[config.mk]
export PLATFORM = sky130hd
export DESIGN_NAME = comm_supervision_config
export DESIGN_NICKNAME = d
export VERILOG_FILES = /design/src/design/comm_cfg_pkg.sv /design/src/design/comm_supervision_config.sv
export SDC_FILE = /design/constraint.sdc
export NUM_CORES = 1
export LEC_CHECK = 0
export BUFFER_PORTS_ARGS = -buffer_cell sky130_fd_sc_hd__buf_4
export CAP_MARGIN = 10
export CORE_AREA = 8 8 238 240
export CTS_BUF_LIST = sky130_fd_sc_hd__clkbuf_16
export DETAILED_ROUTE_END_ITERATION = 7
export DIE_AREA = 0 0 246 248
export PLACE_DENSITY = 0.59
export SLEW_MARGIN = 10
export SYNTH_ARGS = -nofsm -noshare
export SYNTH_HDL_FRONTEND = slang
export SYNTH_SLANG_ARGS = --single-unit
export TNS_END_PERCENT = 100
[constraint.sdc]
create_clock -name clk_sys -period 6.6 [get_ports clk_sys]
set_clock_uncertainty 0.05 [all_clocks]
set_input_delay 0.99 -clock clk_sys [delete_from_list [all_inputs] [get_ports clk_sys]]
set_output_delay 0.99 -clock clk_sys [all_outputs]
set_load 0.03 [all_outputs]
[src/design/comm_cfg_pkg.sv]
// How it works
// - Reaction 0: flag the error on the display, motor keeps running.
// - Reaction 1: flag the error and request a decelerate-to-stop.
// - Nonzero timeout up to 20 s raises the alarm after that much silence.
// - Timeout value zero turns timeout detection off entirely.
// - Node address is held within 0x0000 to 0x007F.
// - New node address never takes effect: restart clears it to 0, node reset is ignored at address 0.
// - Select bits 0 to 7 map onto digital inputs 1 to 8.
// - Select 0 takes the terminal, select 1 takes the software input bit.
// - Reply waits the programmed count of 0.5 ms units, 0 to 1000.
// - SYNC word holds error, target, dead zone, step; reset 0x5055.
// - Each clock correction moves at most the step field, 1 to F us.
// - Inside the dead zone the correction stays unchanged.
// - Target arrival time is 400 plus 10 times target field, us.
// - Profile function enable: 0 disables, 1 enables the packet function.
// - Status packet is four 16-bit words, each in its own register.
// - Control packet: mode word, 16-bit ref A, 32-bit ref B, mirrored.
// - Four 4-bit event masks; first three reset 0x1, fourth 0xF.
// - Software input register write sets inputs, read gives final inputs.
package comm_cfg_pkg;
    localparam logic [11:0] ADDR_REACTION = 12'h306;
    localparam logic [11:0] ADDR_TIMEOUT = 12'h308;
    localparam logic [11:0] ADDR_NODE = 12'h30A;
    localparam logic [11:0] ADDR_SRC_SEL = 12'h30C;
    localparam logic [11:0] ADDR_REPLY_DLY = 12'h30E;
    localparam logic [11:0] ADDR_SYNC_CFG = 12'h312;
    localparam logic [11:0] ADDR_PROFILE_EN = 12'h314;
    localparam logic [11:0] ADDR_STAT_W1 = 12'h316;
    localparam logic [11:0] ADDR_STAT_W2 = 12'h318;
    localparam logic [11:0] ADDR_STAT_W3 = 12'h31A;
    localparam logic [11:0] ADDR_STAT_W4 = 12'h31C;
    localparam logic [11:0] ADDR_CTRL_W1 = 12'h31E;
    localparam logic [11:0] ADDR_CTRL_W2 = 12'h320;
    localparam logic [11:0] ADDR_CTRL_W3 = 12'h322;
    localparam logic [11:0] ADDR_MASK1 = 12'h324;
    localparam logic [11:0] ADDR_MASK2 = 12'h326;
    localparam logic [11:0] ADDR_MASK3 = 12'h328;
    localparam logic [11:0] ADDR_MASK4 = 12'h32A;
    localparam logic [11:0] ADDR_SW_INPUT = 12'h40E;

    localparam logic [15:0] TIMEOUT_MAX = 16'h0014;
    localparam logic [15:0] NODE_MAX = 16'h007F;
    localparam logic [15:0] REPLY_DLY_MAX = 16'h03E8;
    localparam logic [15:0] SYNC_CFG_RST = 16'h5055;
    localparam logic [15:0] SYNC_CFG_MIN = 16'h1001;
    localparam logic [15:0] SYNC_CFG_MAX = 16'h9FFF;
    localparam logic [3:0] SYNC_E_MIN = 4'h1;
    localparam logic [3:0] SYNC_E_MAX = 4'h9;
    localparam logic [3:0] SYNC_T_MAX = 4'h9;
    localparam logic [3:0] SYNC_M_MIN = 4'h1;
    localparam logic [3:0] MASK_RST_LOW = 4'h1;
    localparam logic [3:0] MASK_RST_HIGH = 4'hF;
    localparam logic [15:0] TARGET_BASE_US = 16'h0190;
    localparam logic [15:0] TARGET_STEP_US = 16'h000A;
    localparam logic [15:0] ERR_UNIT_US = 16'h000A;

    localparam int CLK_HZ = 100000000;
    localparam int SECOND_CYCLES = CLK_HZ;
    localparam int HALF_MS_US = 500;
    localparam int HALF_MS_CYCLES = CLK_HZ / 1000000 * HALF_MS_US;

    typedef struct packed {
        logic rd;
        logic wr;
        logic [11:0] addr;
        logic [31:0] wdata;
    } reg_req_t;

    typedef struct packed {
        logic [3:0] err_range;
        logic [3:0] target;
        logic [3:0] dead_zone;
        logic [3:0] step;
    } sync_cfg_t;

    typedef struct packed {
        logic frame_valid;
        logic request_end;
        logic reply_ready;
    } link_evt_t;
endpackage

[src/design/comm_supervision_config.sv]
`timescale 1ns/1ps
module comm_supervision_config #(
    parameter int SECOND_COUNT = comm_cfg_pkg::SECOND_CYCLES,
    parameter int HALF_MS_COUNT = comm_cfg_pkg::HALF_MS_CYCLES
) (
    input wire logic clk_sys, // System clock
    input wire logic sys_rst, // Synchronous reset, active high
    input wire comm_cfg_pkg::reg_req_t reg_req, // Parameter access
    output logic [31:0] reg_rdata, // Read data
    input wire comm_cfg_pkg::link_evt_t link_evt, // Frame events
    input wire logic node_reset_cmd, // Node reset network command
    input wire logic comm_error_in, // Other comm error detected
    input wire logic [7:0] terminal_inputs, // Terminal inputs, async
    input wire logic [15:0] sync_arrival_us, // Measured SYNC arrival
    input wire logic sync_arrival_valid, // New arrival sample
    input wire logic [3:0] pdo_event_src, // Event sources per object
    output logic [7:0] digital_inputs, // Resolved inputs 1 to 8
    output logic [6:0] active_node_address, // Node address in use
    output logic comm_error_alarm, // Error shown on display
    output logic stop_request, // Decelerate to stop
    output logic reply_start, // Start reply transmission
    output logic signed [4:0] clock_correction_us, // Per-SYNC correction
    output logic sync_locked, // Synchronised to master
    output logic profile_enable, // Profile packet function on
    output logic [3:0] pdo_trigger [4] // Per object trigger
);
    import comm_cfg_pkg::*;

    typedef enum logic [2:0] {
        RPL_IDLE = 3'b001,
        RPL_WAIT = 3'b010,
        RPL_GO = 3'b100
    } reply_state_t;

    logic [15:0] reaction_q;
    logic [15:0] timeout_q;
    logic [15:0] node_q;
    logic [15:0] src_sel_q;
    logic [15:0] reply_dly_q;
    sync_cfg_t sync_cfg_q;
    logic [15:0] profile_q;
    logic [15:0] stat_q [4];
    logic [15:0] ctrl1_q;
    logic [15:0] ctrl2_q;
    logic [31:0] ctrl3_q;
    logic [3:0] mask_q [4];
    logic [7:0] sw_in_q;
    logic [7:0] term_s1_q;
    logic [7:0] term_s2_q;
    logic [6:0] node_active_q;
    logic node_boot_q;
    logic [31:0] sec_div_q;
    logic [15:0] sec_cnt_q;
    logic timeout_hit;
    logic alarm_q;
    reply_state_t rpl_q;
    logic [31:0] tick_q;
    logic [15:0] units_q;
    logic [15:0] target_us;
    logic [15:0] diff_us;
    logic late;
    logic signed [4:0] corr_q;
    logic locked_q;
    logic [15:0] wd16;
    logic wr;

    // Every 16-bit setting travels in the lower half of the write data
    assign wd16 = reg_req.wdata[15:0];
    assign wr = reg_req.wr;

    // Configuration writes, out-of-range values are ignored
    always_ff @(posedge clk_sys)
    begin
        if (sys_rst)
        begin
            reaction_q <= 16'h0000;
            timeout_q <= 16'h0000;
            node_q <= 16'h0000;
            src_sel_q <= 16'h0000;
            reply_dly_q <= 16'h0000;
            sync_cfg_q <= SYNC_CFG_RST;
            profile_q <= 16'h0000;
        end
        else if (wr)
        begin
            if (reg_req.addr == ADDR_REACTION)
                reaction_q <= wd16;
            else if (reg_req.addr == ADDR_TIMEOUT && wd16 <= TIMEOUT_MAX)
                timeout_q <= wd16;
            else if (reg_req.addr == ADDR_NODE && wd16 <= NODE_MAX)
                node_q <= wd16;
            else if (reg_req.addr == ADDR_SRC_SEL)
                src_sel_q <= wd16;
            else if (reg_req.addr == ADDR_REPLY_DLY && wd16 <= REPLY_DLY_MAX)
                reply_dly_q <= wd16;
            else if (reg_req.addr == ADDR_SYNC_CFG && wd16 >= SYNC_CFG_MIN
                && wd16 <= SYNC_CFG_MAX && wd16[11:8] <= SYNC_T_MAX
                && wd16[15:12] >= SYNC_E_MIN && wd16[15:12] <= SYNC_E_MAX
                && wd16[3:0] >= SYNC_M_MIN)
                sync_cfg_q <= wd16;
            else if (reg_req.addr == ADDR_PROFILE_EN)
                profile_q <= wd16;
        end
    end

    // Packet mirror words
    always_ff @(posedge clk_sys)
    begin
        if (sys_rst)
        begin
            for (int i = 0; i < 4; i++)
                stat_q[i] <= 16'h0000;
            ctrl1_q <= 16'h0000;
            ctrl2_q <= 16'h0000;
            ctrl3_q <= 32'h0000_0000;
        end
        else if (wr)
        begin
            if (reg_req.addr == ADDR_STAT_W1)
                stat_q[0] <= wd16;
            else if (reg_req.addr == ADDR_STAT_W2)
                stat_q[1] <= wd16;
            else if (reg_req.addr == ADDR_STAT_W3)
                stat_q[2] <= wd16;
            else if (reg_req.addr == ADDR_STAT_W4)
                stat_q[3] <= wd16;
            else if (reg_req.addr == ADDR_CTRL_W1)
                ctrl1_q <= wd16;
            else if (reg_req.addr == ADDR_CTRL_W2)
                ctrl2_q <= wd16;
            else if (reg_req.addr == ADDR_CTRL_W3)
                ctrl3_q <= reg_req.wdata;
        end
    end

    // Event masks and software inputs
    always_ff @(posedge clk_sys)
    begin
        if (sys_rst)
        begin
            mask_q[0] <= MASK_RST_LOW;
            mask_q[1] <= MASK_RST_LOW;
            mask_q[2] <= MASK_RST_LOW;
            mask_q[3] <= MASK_RST_HIGH;
            sw_in_q <= 8'h00;
        end
        else if (wr)
        begin
            if (reg_req.addr == ADDR_MASK1)
                mask_q[0] <= wd16[3:0];
            else if (reg_req.addr == ADDR_MASK2)
                mask_q[1] <= wd16[3:0];
            else if (reg_req.addr == ADDR_MASK3)
                mask_q[2] <= wd16[3:0];
            else if (reg_req.addr == ADDR_MASK4)
                mask_q[3] <= wd16[3:0];
            else if (reg_req.addr == ADDR_SW_INPUT)
                sw_in_q <= wd16[7:0];
        end
    end

    // Terminal inputs cross in through two flops
    always_ff @(posedge clk_sys)
    begin
        if (sys_rst)
        begin
            term_s1_q <= 8'h00;
            term_s2_q <= 8'h00;
        end
        else
        begin
            term_s1_q <= terminal_inputs;
            term_s2_q <= term_s1_q;
        end
    end

    // Per-bit source select, bit 0 is input 1
    always_ff @(posedge clk_sys)
    begin
        if (sys_rst)
            digital_inputs <= 8'h00;
        else
            digital_inputs <= (src_sel_q[7:0] & sw_in_q)
                | (~src_sel_q[7:0] & term_s2_q);
    end

    // Address in use loads at the first cycle after reset, or on node reset only while the address in use is nonzero
    always_ff @(posedge clk_sys)
    begin
        if (sys_rst)
        begin
            node_active_q <= 7'h00;
            node_boot_q <= 1'b1;
        end
        else
        begin
            node_boot_q <= 1'b0;
            // Address 0 is never left: a restart clears the setting, a node reset is blocked
            if (node_boot_q || (node_reset_cmd && node_active_q != 7'h00))
                node_active_q <= node_q[6:0];
        end
    end
    assign active_node_address = node_active_q;

    // Silence watchdog in whole seconds
    always_ff @(posedge clk_sys)
    begin
        if (sys_rst || link_evt.frame_valid || timeout_q == 16'h0000)
        begin
            sec_div_q <= 32'h0000_0000;
            sec_cnt_q <= 16'h0000;
        end
        else if (sec_div_q == 32'(SECOND_COUNT - 1))
        begin
            sec_div_q <= 32'h0000_0000;
            // Count stops at the limit so it can never wrap back
            if (!timeout_hit)
                sec_cnt_q <= sec_cnt_q + 16'h0001;
        end
        else
            sec_div_q <= sec_div_q + 32'h0000_0001;
    end
    assign timeout_hit = (timeout_q != 16'h0000)
        && (sec_cnt_q >= timeout_q);

    // Error alarm latched until reset
    always_ff @(posedge clk_sys)
    begin
        if (sys_rst)
            alarm_q <= 1'b0;
        else if (timeout_hit || comm_error_in)
            alarm_q <= 1'b1;
    end
    assign comm_error_alarm = alarm_q;
    // Only bit 0 of the reaction setting asks for a stop
    assign stop_request = alarm_q && (reaction_q[0] == 1'b1);

    // Reply delay sequencer
    always_ff @(posedge clk_sys)
    begin
        if (sys_rst)
        begin
            rpl_q <= RPL_IDLE;
            tick_q <= 32'h0000_0000;
            units_q <= 16'h0000;
        end
        else
        begin
            // A request that ends while a reply is pending is ignored
            case (rpl_q)
                RPL_IDLE:
                begin
                    tick_q <= 32'h0000_0000;
                    units_q <= 16'h0000;
                    if (link_evt.request_end)
                        rpl_q <= RPL_WAIT;
                end
                RPL_WAIT:
                begin
                    if (units_q >= reply_dly_q)
                        rpl_q <= RPL_GO;
                    else if (tick_q == 32'(HALF_MS_COUNT - 1))
                    begin
                        tick_q <= 32'h0000_0000;
                        units_q <= units_q + 16'h0001;
                    end
                    else
                        tick_q <= tick_q + 32'h0000_0001;
                end
                RPL_GO:
                begin
                    // Wait here until the transmitter is free
                    if (link_evt.reply_ready)
                        rpl_q <= RPL_IDLE;
                end
                default:
                    rpl_q <= RPL_IDLE;
            endcase
        end
    end
    assign reply_start = (rpl_q == RPL_GO) && link_evt.reply_ready;

    // SYNC clock correction loop
    assign target_us = TARGET_BASE_US
        + 16'(TARGET_STEP_US * {12'h000, sync_cfg_q.target});
    assign late = sync_arrival_us > target_us;
    assign diff_us = late ? sync_arrival_us - target_us
        : target_us - sync_arrival_us;

    always_ff @(posedge clk_sys)
    begin
        if (sys_rst)
        begin
            corr_q <= 5'sd0;
            locked_q <= 1'b0;
        end
        else if (sync_arrival_valid)
        begin
            locked_q <= diff_us
                < 16'(ERR_UNIT_US * {12'h000, sync_cfg_q.err_range});
            if (diff_us <= {12'h000, sync_cfg_q.dead_zone})
                corr_q <= corr_q;
            // Late samples pull the clock back, early ones push it on
            else if (late)
                corr_q <= -$signed({1'b0, sync_cfg_q.step});
            else
                corr_q <= $signed({1'b0, sync_cfg_q.step});
        end
    end
    assign clock_correction_us = corr_q;
    assign sync_locked = locked_q;

    // Profile enable and event gating
    assign profile_enable = profile_q[0];
    // A trigger passes only where its mask bit is set
    always_comb
    begin
        for (int i = 0; i < 4; i++)
            pdo_trigger[i] = mask_q[i] & pdo_event_src;
    end

    // Register read mux
    always_ff @(posedge clk_sys)
    begin
        if (sys_rst)
            reg_rdata <= 32'h0000_0000;
        else if (reg_req.rd)
        begin
            if (reg_req.addr == ADDR_REACTION)
                reg_rdata <= {16'h0000, reaction_q};
            else if (reg_req.addr == ADDR_TIMEOUT)
                reg_rdata <= {16'h0000, timeout_q};
            else if (reg_req.addr == ADDR_NODE)
                reg_rdata <= {16'h0000, node_q};
            else if (reg_req.addr == ADDR_SRC_SEL)
                reg_rdata <= {16'h0000, src_sel_q};
            else if (reg_req.addr == ADDR_REPLY_DLY)
                reg_rdata <= {16'h0000, reply_dly_q};
            else if (reg_req.addr == ADDR_SYNC_CFG)
                reg_rdata <= {16'h0000, sync_cfg_q};
            else if (reg_req.addr == ADDR_PROFILE_EN)
                reg_rdata <= {16'h0000, profile_q};
            else if (reg_req.addr == ADDR_STAT_W1)
                reg_rdata <= {16'h0000, stat_q[0]};
            else if (reg_req.addr == ADDR_STAT_W2)
                reg_rdata <= {16'h0000, stat_q[1]};
            else if (reg_req.addr == ADDR_STAT_W3)
                reg_rdata <= {16'h0000, stat_q[2]};
            else if (reg_req.addr == ADDR_STAT_W4)
                reg_rdata <= {16'h0000, stat_q[3]};
            else if (reg_req.addr == ADDR_CTRL_W1)
                reg_rdata <= {16'h0000, ctrl1_q};
            else if (reg_req.addr == ADDR_CTRL_W2)
                reg_rdata <= {16'h0000, ctrl2_q};
            else if (reg_req.addr == ADDR_CTRL_W3)
                reg_rdata <= ctrl3_q;
            else if (reg_req.addr == ADDR_MASK1)
                reg_rdata <= {28'h0000000, mask_q[0]};
            else if (reg_req.addr == ADDR_MASK2)
                reg_rdata <= {28'h0000000, mask_q[1]};
            else if (reg_req.addr == ADDR_MASK3)
                reg_rdata <= {28'h0000000, mask_q[2]};
            else if (reg_req.addr == ADDR_MASK4)
                reg_rdata <= {28'h0000000, mask_q[3]};
            else if (reg_req.addr == ADDR_SW_INPUT)
                reg_rdata <= {24'h000000, digital_inputs};
            // Unmapped addresses read as zero
            else
                reg_rdata <= 32'h0000_0000;
        end
    end
endmodule

After elaboration in Yosys (flattened, before gate mapping)
Memory sizes are Yosys's and may differ from the RTL's. Cells that the tools add are included.

Reductions and logical operators: 38. Add/sub/neg operators: 8. Eq/ne operators: 29. $mul: 2. Magnitude comparators: 14. Bitwise logic cells: 34. Multiplexer cells: 85.

Operators with widths (number): two-way mux 32 bit (16); equality test 12 x 10 -> 1 bit (second input constant) (18); two-way mux 16 bit (7); adder 32 x 1 -> 32 bit (second input constant) (2); one-hot mux 32 bit (2 select lines) (1); two-way mux 1 bit (46); two-way mux 8 bit (5); adder 16 x 1 -> 16 bit (second input constant) (2); equality test 32 x 16 -> 1 bit (second input constant) (1); equality test 32 x 27 -> 1 bit (second input constant) (1); greater-or-equal comparator 16 bit (2); one-hot mux 16 bit (2 select lines) (1); NOT 1 bit (18); AND reduction 6 bit (3); AND 4 bit (4); AND 8 bit (2); greater-or-equal comparator 16 x 13 -> 1 bit (second input constant) (1); greater-than comparator 16 x 10 -> 1 bit (1); <= comparator 16 x 10 -> 1 bit (second input constant) (1); <= comparator 16 bit (second input constant) (1); <= comparator 16 x 4 -> 1 bit (1); <= comparator 16 x 5 -> 1 bit (second input constant) (1); <= comparator 16 x 7 -> 1 bit (second input constant) (1); zero test 16 bit (1); 32 further kinds (73).

Output and inout bits: 73. Word-level logic and storage cells: 240. Memories: 2. Input port bits: 82. RAM bits: 80. Register bits: 354.

Memory list: stat_q (depth 4, width 16, rd ports 4, clocked after memory_dff 0, write ports 4, line comm_supervision_config.sv:42) `logic [15:0] stat_q [4];`; mask_q (depth 4, width 4, rd ports 4, clocked after memory_dff 0, write ports 4, line comm_supervision_config.sv:46) `logic [3:0] mask_q [4];`.

Longest topological paths before layout
Gate-level depths: netlist of the first run.

Word-level depth: 20. Mapped depth: 27. Mapped depth without buffers: 25.

Worst setup path after synthesis of the first run
Ideal clock, no wire load.

Kind: register to register. From: reg sync_cfg_q[11] (netlist bit). To: reg corr_q[0], in the netlist clock_correction_us[0]. Data required time: 6422 ps. Cell stages (with the launch flop): 25. Path buffers: 1. Period minus slack after synthesis: 4962 ps. Arrival: 4785 ps. Slack: 1638 ps. Setup time: 128 ps. Path through: dfxtp_1 ha_1 ha_1 inv_1 fa_1 xnor2_1 nand3_1 xnor2_1 ha_1 buf_6 and2_2 a221o_2 nor4_4 nor2_1 mux2i_1 ha_1 nor2b_1 o21ai_0 nand2b_1 a21oi_1 a41oi_1 nor4_2 a41oi_4 mux2i_1 nor2_1.

Word-level cells in the longest chain between the ends: 7. Elaborated cells between the ends (all ways): 10. Those cells by class: add/sub (3); mul (1); order compare (2); mux (2); bitwise (1); reduce/logical (1).

Ends and longest elaborated chain: from (decl) (line comm_supervision_config.sv:40) `sync_cfg_t sync_cfg_q;`; from (signal assigned) (line comm_supervision_config.sv:100) `sync_cfg_q <= wd16;`; multiplier 3 x 4 -> 7 bit * (line comm_supervision_config.sv:285) `+ 16'(TARGET_STEP_US * {12'h000, sync_cfg_q.target});`; adder 9 x 8 -> 10 bit * (line comm_supervision_config.sv:285); subtractor 10 x 16 -> 16 bit, or another cell as far along (line comm_supervision_config.sv:288) `: target_us - sync_arrival_us;`; two-way mux 16 bit (line comm_supervision_config.sv:287) `assign diff_us = late ? sync_arrival_us - target_us`; <= comparator 16 x 4 -> 1 bit (line comm_supervision_config.sv:301) `if (diff_us <= {12'h000, sync_cfg_q.dead_zone})`; NOT 1 bit (no line); AND reduction 2 bit (no line); to (signal assigned) (line comm_supervision_config.sv:302) `corr_q <= corr_q;`; to (signal assigned) (line comm_supervision_config.sv:305) `corr_q <= -$signed({1'b0, sync_cfg_q.step});`; to (signal assigned) (line comm_supervision_config.sv:307) `corr_q <= $signed({1'b0, sync_cfg_q.step});`; to (decl) (line comm_supervision_config.sv:62) `logic signed [4:0] corr_q;`.

Every way passes the cells marked *; elsewhere a longest branch is shown, timed or not. A chain may end at the register's enable or synchronous reset.

Worst setup path in the final report of the first run
From: reg sync_cfg_q[9] (netlist bit). To: reg corr_q[4], in the netlist clock_correction_us[4].

The elaborated chain is that of the path after synthesis.

==> run_results.csv, run 1 <==
group,metric,value,unit
critical_path,start_kind,"flop",
die,core_area,0.05307,mm^2
critical_path,worstPathRequired,6.97,ns
global_routing,grt_max_degree,104,
global_routing,grt_pass1_vias,17240,
die,start_util,0.3935,
synth,ys_warn_count,0,
synth,synth_cells,2313,
die,rows,85,
detailed_routing,totalWireLength,64.10,mm
detailed_routing,wl_per_cell,20.39,um
detailed_routing,firstDrtPassIters,7,
critical_path,crit_slowest_cell,"ha_1",
critical_path,crit_fanout,9,
critical_path,worstPathArrival,6.02,ns
global_routing,grt_pass1_wl,99.24,mm
clock_tree,cts_inserted_buffers,50,
synth,synth-edff-count,80,
critical_path,reg2reg_slack,0.96,ns
power_and_ir_drop,combPwrFrac,0.063,
place,dpl.hpwl,44.48,mm
critical_path,cp_top_family,"simple AND/OR/NAND/NOR gates",
critical_path,end_kind,"flop",
critical_path,rr_worst_depth,23,
synth,syn_area_per_cell,9.028,um^2
clock_tree,post_cts.repair.setup_buffers,0,
detailed_routing,avgViaCountPerCell,5.645,
synth,async_reset_ff_frac,0,
timing,hold_viol_final,0,
power_and_ir_drop,p_sw_frac,0.2420,
power_and_ir_drop,p_int,4.339,mW
clock_tree,clkLatencyLatePin,0.59,ns
synth,seq_area_frac_synth,0.4544,
synth,synthDistinctLibCells,102,
critical_path,startpoint,"sync_cfg_q[9]",
global_routing,grt_overflow,0,
critical_path,critPathCapture,"clock_correction_us[4]",
synth,ys.flop_type,"dfxtp_1",
critical_path,cp_slowest_stage_delay,0.38,ns
flow_run,max-cap-violations,0,
power_and_ir_drop,vdd.ir_drop.worst,170.9,uV
timing,fin_setup_tns,0,ns
cells_and_area,drive_gt1_frac,0.1190,
detailed_routing,drc,0,
synth,synth.largest_area_cell,"dfxtp_1",
clock_tree,post_cts_resize_count,0,
timing,finalCriticalPeriod,5.643,ns
critical_path,cp_common_cell,"ha_1",
timing,rsz0062_at_grt,"no",
min_path,min_path_type,"reg -> reg",
synth,post-synth-top-count-cell,"dfxtp_1",
detailed_routing,ant_nets,0,
synth,ys_ff_latch,434,
clock_tree,htreeDepth,2,
die,dieArea,0.06101,mm^2
synth,netlist_area,0.02088,mm^2
global_routing,antenna_found_initial,2,
critical_path,worst-setup-path-type,"reg -> reg",
die,die_w,246,um
cells_and_area,final_cells,3143,
global_routing,gr-usage-all-layers,0.2030,
clock_tree,cts_sinks,434,
run_status,status,"complete, no violations",
timing,holdWs,0.3875,ns
synth,synth.top_cell.area_share,0.3394,
synth,synth_area_leaders,"dfxtp_1 34%, edfxtp_1 12%, mux2i_1 5.8%",
power_and_ir_drop,leakagePower,9.372,nW
clock_tree,clk_path_buf_depth,3,
place,finalWeightedCongestion,0.8809,
power_and_ir_drop,power_density,237.7,mW/mm^2
synth,syn_nets,2473,
timing,worst_slew_pin_slew,1.208,ns
critical_path,cp.depth,23,
clock_tree,clk_pin_slew_worst_paths,0.06,ns
clock_tree,holdBufCountCts,0,
place,port_buffers,154,
critical_path,path_cells,"ha_1 -> ha_1 -> inv_1 -> fa_1 -> xnor2_1 -> nand3_1 -> xnor2_1 -> ha_1 -> and2_2 -> a221o_2 -> nor4_4 -> nor2_1 -> mux2i_1 -> ha_1 -> nor2b_1 -> o21ai_0 -> nand2b_1 -> a21oi_1 -> a41oi_1 -> nor4_2 -> a41oi_4 -> mux2i_1 -> nor2_1",
cells_and_area,area_growth,15.31,%
cells_and_area,nets,2565,
power_and_ir_drop,switching_power,1.385,mW
power_and_ir_drop,seqPwrFrac,0.482,
critical_path,rr_startpoint,"sync_cfg_q[9]",
power_and_ir_drop,clockPowerShare,0.455,
timing,slew_headroom,0.1916,
place,place_inst,3049,
critical_path,path_buf_inv,1,
clock_tree,cts_root_buffer,"clkbuf_16",
synth,synth_commonest_cells,"354 x dfxtp_1, 282 x nor2_1, 215 x nand2_1, 162 x a21oi_1, 121 x mux2i_1",
die,io_pins,155,
die,die_y,248,um
timing,fmax,177.2,MHz
timing,slew_violations,0,
detailed_routing,vias,17740,
detailed_routing,drt_iter0_markers,1511,
critical_path,r2r_end,"clock_correction_us[4]",
timing,setup_viol,0,
clock_tree,cts_tree,"built",
timing,period_share,0.8551,
==> final cells by class <==
cell class,instances,area [um^2]
clock inverter,43,274.0
antenna,1,2.502
timing repair buffer,179,1350
clock buffer,50,1251
fill,5067,28990
sequential,434,9489
inverter,91,341.6
tap,696,870.8
multi-input combinational,1649,10500
==> registers in the layout, summed over array words and instances, names as in the netlist, 5 cells and up <==
register / flops
node_q: 16
term_s1_q: 8
sw_in_q: 8
profile_q: 16
ctrl3_q: 32
digital_inputs: 8
reaction_q: 16
term_s2_q: 8
active_node_address: 7
ctrl1_q: 16
ctrl2_q: 16
reply_dly_q: 16
sec_div_q: 32
src_sel_q: 16
units_q: 16
stat_q: 64
reg_rdata: 32
tick_q: 32
timeout_q: 16
sync_cfg_q: 16
mask_q: 16
sec_cnt_q: 16
clock_correction_us: 5
==> worst register-to-register path: cells and delay by family (launching register included) <==
family	cells	cell delay, ns
and+or+nand+nor	8	1.56
adders and majority gates	5	1.49
AOI/OAI and AO/OA	5	0.97
xor gates and xnor gates	2	0.52
muxes	2	0.47
DFF	1	0.36
buffers and inverters	1	0.05
==> worst min path at each step <==
| stage | from | end | cells after the start |
|---|---|---|---|
| global route | term_s1_q[2] | term_s2_q[2] | 1 |
| global placement | term_s1_q[5] | term_s2_q[5] | 1 |
| detailed placement | term_s1_q[3] | term_s2_q[3] | 1 |
| finish | term_s1_q[3] | term_s2_q[3] | 1 |
| CTS | term_s1_q[2] | term_s2_q[2] | 1 |
| floorplan | term_s1_q[0] | term_s2_q[0] | 1 |
==> logic make-up (layout without fill, tap and decap cells) <==
group / after synthesis / after routing / synth area share
flops: 434 / 434 / 0.4544
mux: 123 / 123 / 0.05908
other cells: 0 / 1 / 0
buf+inv: 230 / 363 / 0.04440
fa+ha+maj: 78 / 78 / 0.04817
simple gates: 933 / 933 / 0.2203
compound gates: 452 / 452 / 0.1466
xor+xnor: 63 / 63 / 0.02714
==> cells in the final DEF (no fill, tap or decap), types with 74 or more instances in the layout <==
cell      netlist  layout
inv_1          90     108
mux2i_1       121     121
edfxtp_1       80      80
ha_1           74      74
dfxtp_1       354     354
a21oi_1       162     162
buf_4           0     178
nand2_1       215     215
nor2_1        282     279
==> layer usage <==
| metal | global-route usage | vias up | wire length (um) | part of all wire |
|---|---|---|---|---|
| met5 | 0 | - | 0 | 0 |
| met4 | 0.06533 | 0 | 1667 | 0.026 |
| met3 | 0.04003 | 108 | 4646 | 0.072 |
| met2 | 0.3351 | 570 | 30310 | 0.47 |
| met1 | 0.2648 | 8595 | 27480 | 0.43 |
| li1 | - | 8470 | - | - |
==> power groups by stage <==
stage	combinational, mW	sequential [mW]	clock (mW)
after floorplan	0.201	2.82	0
after global placement	0.356	2.81	0
after detailed placement	0.361	2.82	0
after CTS	0.361	2.76	2.66
after global routing	0.390	2.76	2.77
final	0.362	2.76	2.60
==> per-stage QoR <==
| step | total power [mW] | util | area [um^2] | worst slack, ns |
|---|---|---|---|---|
| 3_3_place_gp | 3.171 | 0.4249 | 22550 | 1.137 |
| 6_report | 5.725 | 0.4537 | 24080 | 0.9565 |
| 4_1_cts | 5.779 | 0.4536 | 24070 | 0.9787 |
| 3_5_place_dp | 3.176 | 0.4249 | 22550 | 0.9914 |
| 5_1_grt | 5.923 | 0.4537 | 24080 | 0.5057 |
| 2_1_floorplan | 3.023 | - | 20880 | 1.638 |
(Power assumes the default switching activity.)
==> run 2: changes to the inputs <==
--- a/config.mk
+++ b/config.mk
@@ -12,6 +12,7 @@
 export DETAILED_ROUTE_END_ITERATION = 7
 export DIE_AREA = 0 0 246 248
 export PLACE_DENSITY = 0.59
+export RECOVER_POWER = 100
 export SLEW_MARGIN = 10
 export SYNTH_ARGS = -nofsm -noshare
 export SYNTH_HDL_FRONTEND = slang
==> run_results.csv, run 2 (synthesis gave the netlist of run 1 again) <==
group,metric,value,unit
flow_run,max-cap-violations,8,
timing,fmax,170.1,MHz
critical_path,rr_worst_depth,23,
detailed_routing,firstDrtPassIters,8,
power_and_ir_drop,leakagePower,8.987,nW
timing,hold_viol_final,0,
cells_and_area,regArea,0.009489,mm^2
critical_path,worstPathRequired,6.89,ns
critical_path,rr_startpoint,"sync_cfg_q[9]",
global_routing,antenna_found_initial,2,
min_path,hold_end,"term_s2_q[3]",
clock_tree,cts_inserted_buffers,50,
critical_path,startpoint,"sync_cfg_q[9]",
timing,worst_slew_pin_slew,3.060,ns
clock_tree,cts_root_buffer,"clkbuf_16",
cells_and_area,layout_common_cells,"354 x dfxtp_1, 282 x nor2_1, 215 x nand2_1",
detailed_routing,drt_iter0_markers,1490,
timing,setup_viol,0,
place,dpl.hpwl,44.48,mm
die,die_y,248,um
cells_and_area,nets,2565,
clock_tree,post_cts_resize_count,0,
clock_tree,post_cts.repair.setup_buffers,0,
detailed_routing,totalWireLength,64.21,mm
global_routing,grt_pass1_wl,99.24,mm
place,port_buffers,154,
timing,finalCriticalPeriod,5.878,ns
min_path,min_from,"term_s1_q[3]",
timing,slew_violations,303,
power_and_ir_drop,power_density,241.1,mW/mm^2
detailed_routing,avgViaCountPerCell,5.634,
cells_and_area,fin_util,0.4462,
detailed_routing,drc,0,
global_routing,gr-usage-all-layers,0.2030,
place,place_inst,3049,
timing,slew_headroom,-1.044,
min_path,hold_depth,1,
cells_and_area,multi_input_area,0.01044,mm^2
die,io_pins,155,
timing,fin_setup_tns,0,ns
cells_and_area,largest_register,"stat_q",
die,core_area,0.05307,mm^2
min_path,min_path_type,"reg -> reg",
cells_and_area,drive_gt1_frac,0.07809,
global_routing,grt_pass1_vias,17240,
timing,rsz0062_at_grt,"no",
power_and_ir_drop,vdd.ir_drop.worst,171.4,uV
clock_tree,clkLatencyLatePin,0.59,ns
cells_and_area,layout_commonest_cell,"dfxtp_1",
clock_tree,clk_path_buf_depth,3,
detailed_routing,wl_per_cell,20.43,um
run_status,violations,"max-capacitance violations, max-slew violations",
cells_and_area,area_growth,13.40,%
place,finalWeightedCongestion,0.8809,
timing,period_share,0.8906,
cells_and_area,largest_reg_flops,64,
critical_path,r2r_end,"clock_correction_us[4]",
critical_path,worstPathArrival,6.17,ns
clock_tree,clk_pin_slew_worst_paths,0.06,ns
global_routing,grt_max_degree,104,
critical_path,start_kind,"flop",
cells_and_area,final_cells,3143,
detailed_routing,vias,17710,
global_routing,grt_overflow,0,
die,die_w,246,um
critical_path,worst-setup-path-type,"reg -> reg",
critical_path,end_kind,"flop",
die,dieArea,0.06101,mm^2
clock_tree,htreeDepth,2,
clock_tree,cts_tree,"built",
clock_tree,holdBufCountCts,0,
run_status,status,"finished with violations",
critical_path,reg2reg_slack,0.72,ns
detailed_routing,ant_nets,0,
clock_tree,cts_sinks,434,
cells_and_area,n_fill_cell,5200,
die,start_util,0.3935,
critical_path,crit_fanout,9,
die,rows,85,
## run 2: cell types whose count changed in the layout (fill, tap and decap cells not counted), sizes merged
cell / change
buf: -90
clkbuf: +90
## run 2: per-stage QoR
stage | instance area [um^2] | hold slack, ns | setup slack (ns) | total power, mW
after floorplan | 20880 | 0.3638 | 1.638 | 3.023
after global placement | 22550 | 0.3726 | 1.137 | 3.171
after detailed placement | 22550 | 0.3773 | 0.9914 | 3.176
after CTS | 24070 | 0.3907 | 0.9787 | 5.779
after global routing | 23680 | 0.4050 | 0.2538 | 5.907
final | 23680 | 0.3878 | 0.7218 | 5.710
## run 2: final cells by class
type / count / share of cell area
Timing Repair Buffer: 179 / 0.04274
Antenna cell: 1 / 0.0001057
Sequential cell: 434 / 0.4007
Clock buffer: 50 / 0.05283
Inverter: 91 / 0.01442
Multi-Input combinational cell: 1649 / 0.4409
Tap cell: 696 / 0.03677
Clock inverter: 43 / 0.01157
## run 2: per-layer routing
metal | wire length [um] | global-route usage | up-vias
met3 | 4816 | 0.04003 | 111
met4 | 1673 | 0.06533 | 0
met1 | 27380 | 0.2648 | 8526
met5 | 0 | 0 | -
li1 | - | - | 8464
met2 | 30340 | 0.3351 | 607
## run 2: worst max-delay path, stage by stage (launching register included)
cell and delay (ns):
dfxtp_1 0.36, ha_1 0.30, ha_1 0.16, inv_1 0.05, fa_1 0.37, xnor2_1 0.28, nand3_1 0.18, xnor2_1 0.23
ha_1 0.38, and2_2 0.26, a221o_2 0.38, nor4_4 0.37, nor2_1 0.25, mux2i_1 0.26, ha_1 0.28, nor2b_1 0.13
o21ai_0 0.13, nand2b_1 0.07, a21oi_1 0.14, a41oi_1 0.06, nor4_1 0.38, a41oi_4 0.28, mux2i_1 0.21, nor2_1 0.05
## run 2: where the power goes
group	internal, mW	switching [mW]
sequential	2.74	0.0216
combinational	0.101	0.247
clock	1.49	1.12
## run 2: how the worst max path moves through the flow
stage / end / slack, ns / depth (start not counted)
floorplan: clock_correction_us[0] / 1.64 / 24
global placement: clock_correction_us[0] / 1.14 / 23
detailed placement: clock_correction_us[0] / 0.99 / 23
CTS: clock_correction_us[4] / 0.98 / 23
global route: clock_correction_us[4] / 0.25 / 23
finish: clock_correction_us[4] / 0.72 / 23
==> run 3: changes to the inputs <==
--- a/config.mk
+++ b/config.mk
@@ -7,12 +7,12 @@
 export LEC_CHECK = 0
 export BUFFER_PORTS_ARGS = -buffer_cell sky130_fd_sc_hd__buf_4
 export CAP_MARGIN = 10
-export CORE_AREA = 8 8 238 240
+export CORE_AREA = 8 8 227 251
 export CTS_BUF_LIST = sky130_fd_sc_hd__clkbuf_16
 export DETAILED_ROUTE_END_ITERATION = 7
-export DIE_AREA = 0 0 246 248
-export PLACE_DENSITY = 0.59
-export RECOVER_POWER = 100
+export DIE_AREA = 0 0 235 259
+export PLACE_DENSITY = 0.6
+export RECOVER_POWER = 25
 export SLEW_MARGIN = 10
 export SYNTH_ARGS = -nofsm -noshare
 export SYNTH_HDL_FRONTEND = slang
==> run_results.csv, run 3 (synthesis gave the netlist of run 1 again) <==
group,metric,value,unit
run_status,status,"finished with violations",
run_status,violations,"max-capacitance violations, max-slew violations",
critical_path,worstPathRequired,6.95,ns
flow_run,max-cap-violations,3,
timing,period_share,0.8711,
critical_path,rr_startpoint,"sync_cfg_q[9]",
cells_and_area,nets,2565,
clock_tree,clk_path_buf_depth,3,
timing,fmax,173.9,MHz
global_routing,grt_max_degree,131,
place,finalWeightedCongestion,0.8728,
detailed_routing,wl_per_cell,20.59,um
power_and_ir_drop,power_density,237.2,mW/mm^2
power_and_ir_drop,combPwrFrac,0.062,
clock_tree,cts_root_buffer,"clkbuf_16",
power_and_ir_drop,p_total,5.631,mW
die,die_y,259,um
clock_tree,cts_inserted_buffers,48,
global_routing,use_met3,0.03163,
global_routing,grt_overflow,0,
timing,fin_setup_tns,0,ns
clock_tree,holdBufCountCts,0,
cells_and_area,drive_gt1_frac,0.09169,
die,start_util,0.3948,
timing,setup_slack,0.8510,ns
critical_path,reg2reg_slack,0.85,ns
clock_tree,clk_pin_slew_worst_paths,0.06,ns
detailed_routing,drt_iter0_markers,1413,
global_routing,grt_pass1_vias,17430,
die,dieArea,0.06087,mm^2
power_and_ir_drop,switching_power,1.399,mW
clock_tree,cts_sinks,434,
die,core_area,0.05289,mm^2
timing,worst_slew_pin_slew,2.940,ns
detailed_routing,ant_nets,0,
timing,slew_violations,146,
critical_path,rr_worst_depth,23,
cells_and_area,largest_register,"stat_q",
power_and_ir_drop,p_int,4.232,mW
timing,rsz0062_at_grt,"no",
global_routing,busiest_layer,"met2",
detailed_routing,vias,17840,
cells_and_area,layout_commonest_cell,"dfxtp_1",
critical_path,end_kind,"flop",
power_and_ir_drop,clockPowerShare,0.448,
power_and_ir_drop,p_sw_frac,0.2484,
clock_tree,htreeDepth,2,
clock_tree,cts_tree,"built",
clock_tree,post_cts.repair.setup_buffers,0,
power_and_ir_drop,leakagePower,9.024,nW
timing,holdWs,0.3873,ns
die,die_w,235,um
global_routing,gr-usage-all-layers,0.2044,
global_routing,met1_usage,0.2633,
critical_path,crit_fanout,9,
place,place_ws,1.040,ns
critical_path,r2r_end,"clock_correction_us[4]",
die,rows,89,
critical_path,worst-setup-path-type,"reg -> reg",
critical_path,startpoint,"sync_cfg_q[9]",
cells_and_area,area_growth,13.65,%
global_routing,grt_pass1_wl,100.6,mm
place,dpl.hpwl,44.40,mm
min_path,min_path_type,"reg -> reg",
detailed_routing,firstDrtPassIters,8,
clock_tree,post_cts_resize_count,0,
timing,slew_headroom,-0.9598,
power_and_ir_drop,vdd.ir_drop.worst,165.8,uV
global_routing,gr-usage-met2,0.3421,
timing,setup_viol,0,
die,io_pins,155,
timing,finalCriticalPeriod,5.749,ns
clock_tree,clkLatencyLatePin,0.60,ns
critical_path,critPathCapture,"clock_correction_us[4]",
place,port_buffers,154,
detailed_routing,drc,0,
detailed_routing,totalWireLength,64.37,mm
cells_and_area,n_fill_cell,5113,
detailed_routing,avgViaCountPerCell,5.707,
cells_and_area,largest_reg_flops,64,
timing,hold_viol_final,0,
cells_and_area,layout_common_cells,"354 x dfxtp_1, 279 x nor2_1, 215 x nand2_1",
critical_path,start_kind,"flop",
power_and_ir_drop,seqPwrFrac,0.490,
critical_path,worstPathArrival,6.09,ns
global_routing,antenna_found_initial,1,
==> run 3: cell count changes in the layout (fill, tap and decap cells not counted), moves of 7 or more <==
cell      delta
and2_0       -7
buf_4       +17
clkbuf_1    -15
clkinv_2     +7
inv_1        -9
and2_1       +7
==> run 3: per-layer routing <==
layer	vias up	share of wire
met3	137	0.064
met5	-	0
met4	0	0.036
met1	8594	0.43
met2	642	0.47
li1	8466	-
==> run 3: layout make-up <==
class                      count  area, um^2  area share
multi-input combinational   1649       10500      0.4425
tap                          682       853.3     0.03596
inverter                      91       341.6     0.01439
clock buffer                  49        1226     0.05167
timing repair buffer         181        1084     0.04566
antenna                        1       2.502   0.0001054
sequential                   434        9489      0.3998
clock inverter                39       235.2    0.009911
==> run 3: through the flow <==
step / area, um^2 / util / std cells
2_1_floorplan: 20880 / - / 2313
3_3_place_gp: 22550 / 0.4263 / 3037
3_5_place_dp: 22550 / 0.4263 / 3037
4_1_cts: 24010 / 0.4539 / 3125
5_1_grt: 23730 / 0.4486 / 3125
6_report: 23730 / 0.4487 / 3126
==> run 3: power by group through the flow <==
stage	Combinational (mW)	Sequential (mW)	Clock [mW]
global route	0.377	2.76	2.67
global placement	0.355	2.82	0
detailed placement	0.358	2.82	0
CTS	0.359	2.76	2.56
floorplan	0.201	2.82	0
finish	0.350	2.76	2.52
==> run 3: worst min-delay path by stage <==
stage / from / end / slack [ns] / cells past startpoint
after floorplan: term_s1_q[0] / term_s2_q[0] / 0.36 / 1
after CTS: term_s1_q[4] / term_s2_q[4] / 0.39 / 1
after global placement: term_s1_q[5] / term_s2_q[5] / 0.37 / 1
after detailed placement: term_s1_q[4] / term_s2_q[4] / 0.38 / 1
final: term_s1_q[5] / term_s2_q[5] / 0.39 / 1
after global routing: term_s1_q[5] / term_s2_q[5] / 0.41 / 1
==> run 3: critical path, cell delays in order, from the launching register on <==
cell,delay [ns]
dfxtp_1,0.36
ha_1,0.30
ha_1,0.17
inv_1,0.06
fa_1,0.37
xnor2_1,0.28
nand3_1,0.17
xnor2_1,0.23
ha_1,0.38
and2_2,0.26
a221o_2,0.38
nor4_4,0.39
nor2_1,0.28
mux2i_1,0.26
ha_1,0.28
nor2b_1,0.13
o21ai_0,0.15
nand2b_1,0.07
a21oi_1,0.14
a41oi_1,0.06
nor4_2,0.24
a41oi_4,0.25
mux2i_1,0.21
nor2_1,0.05
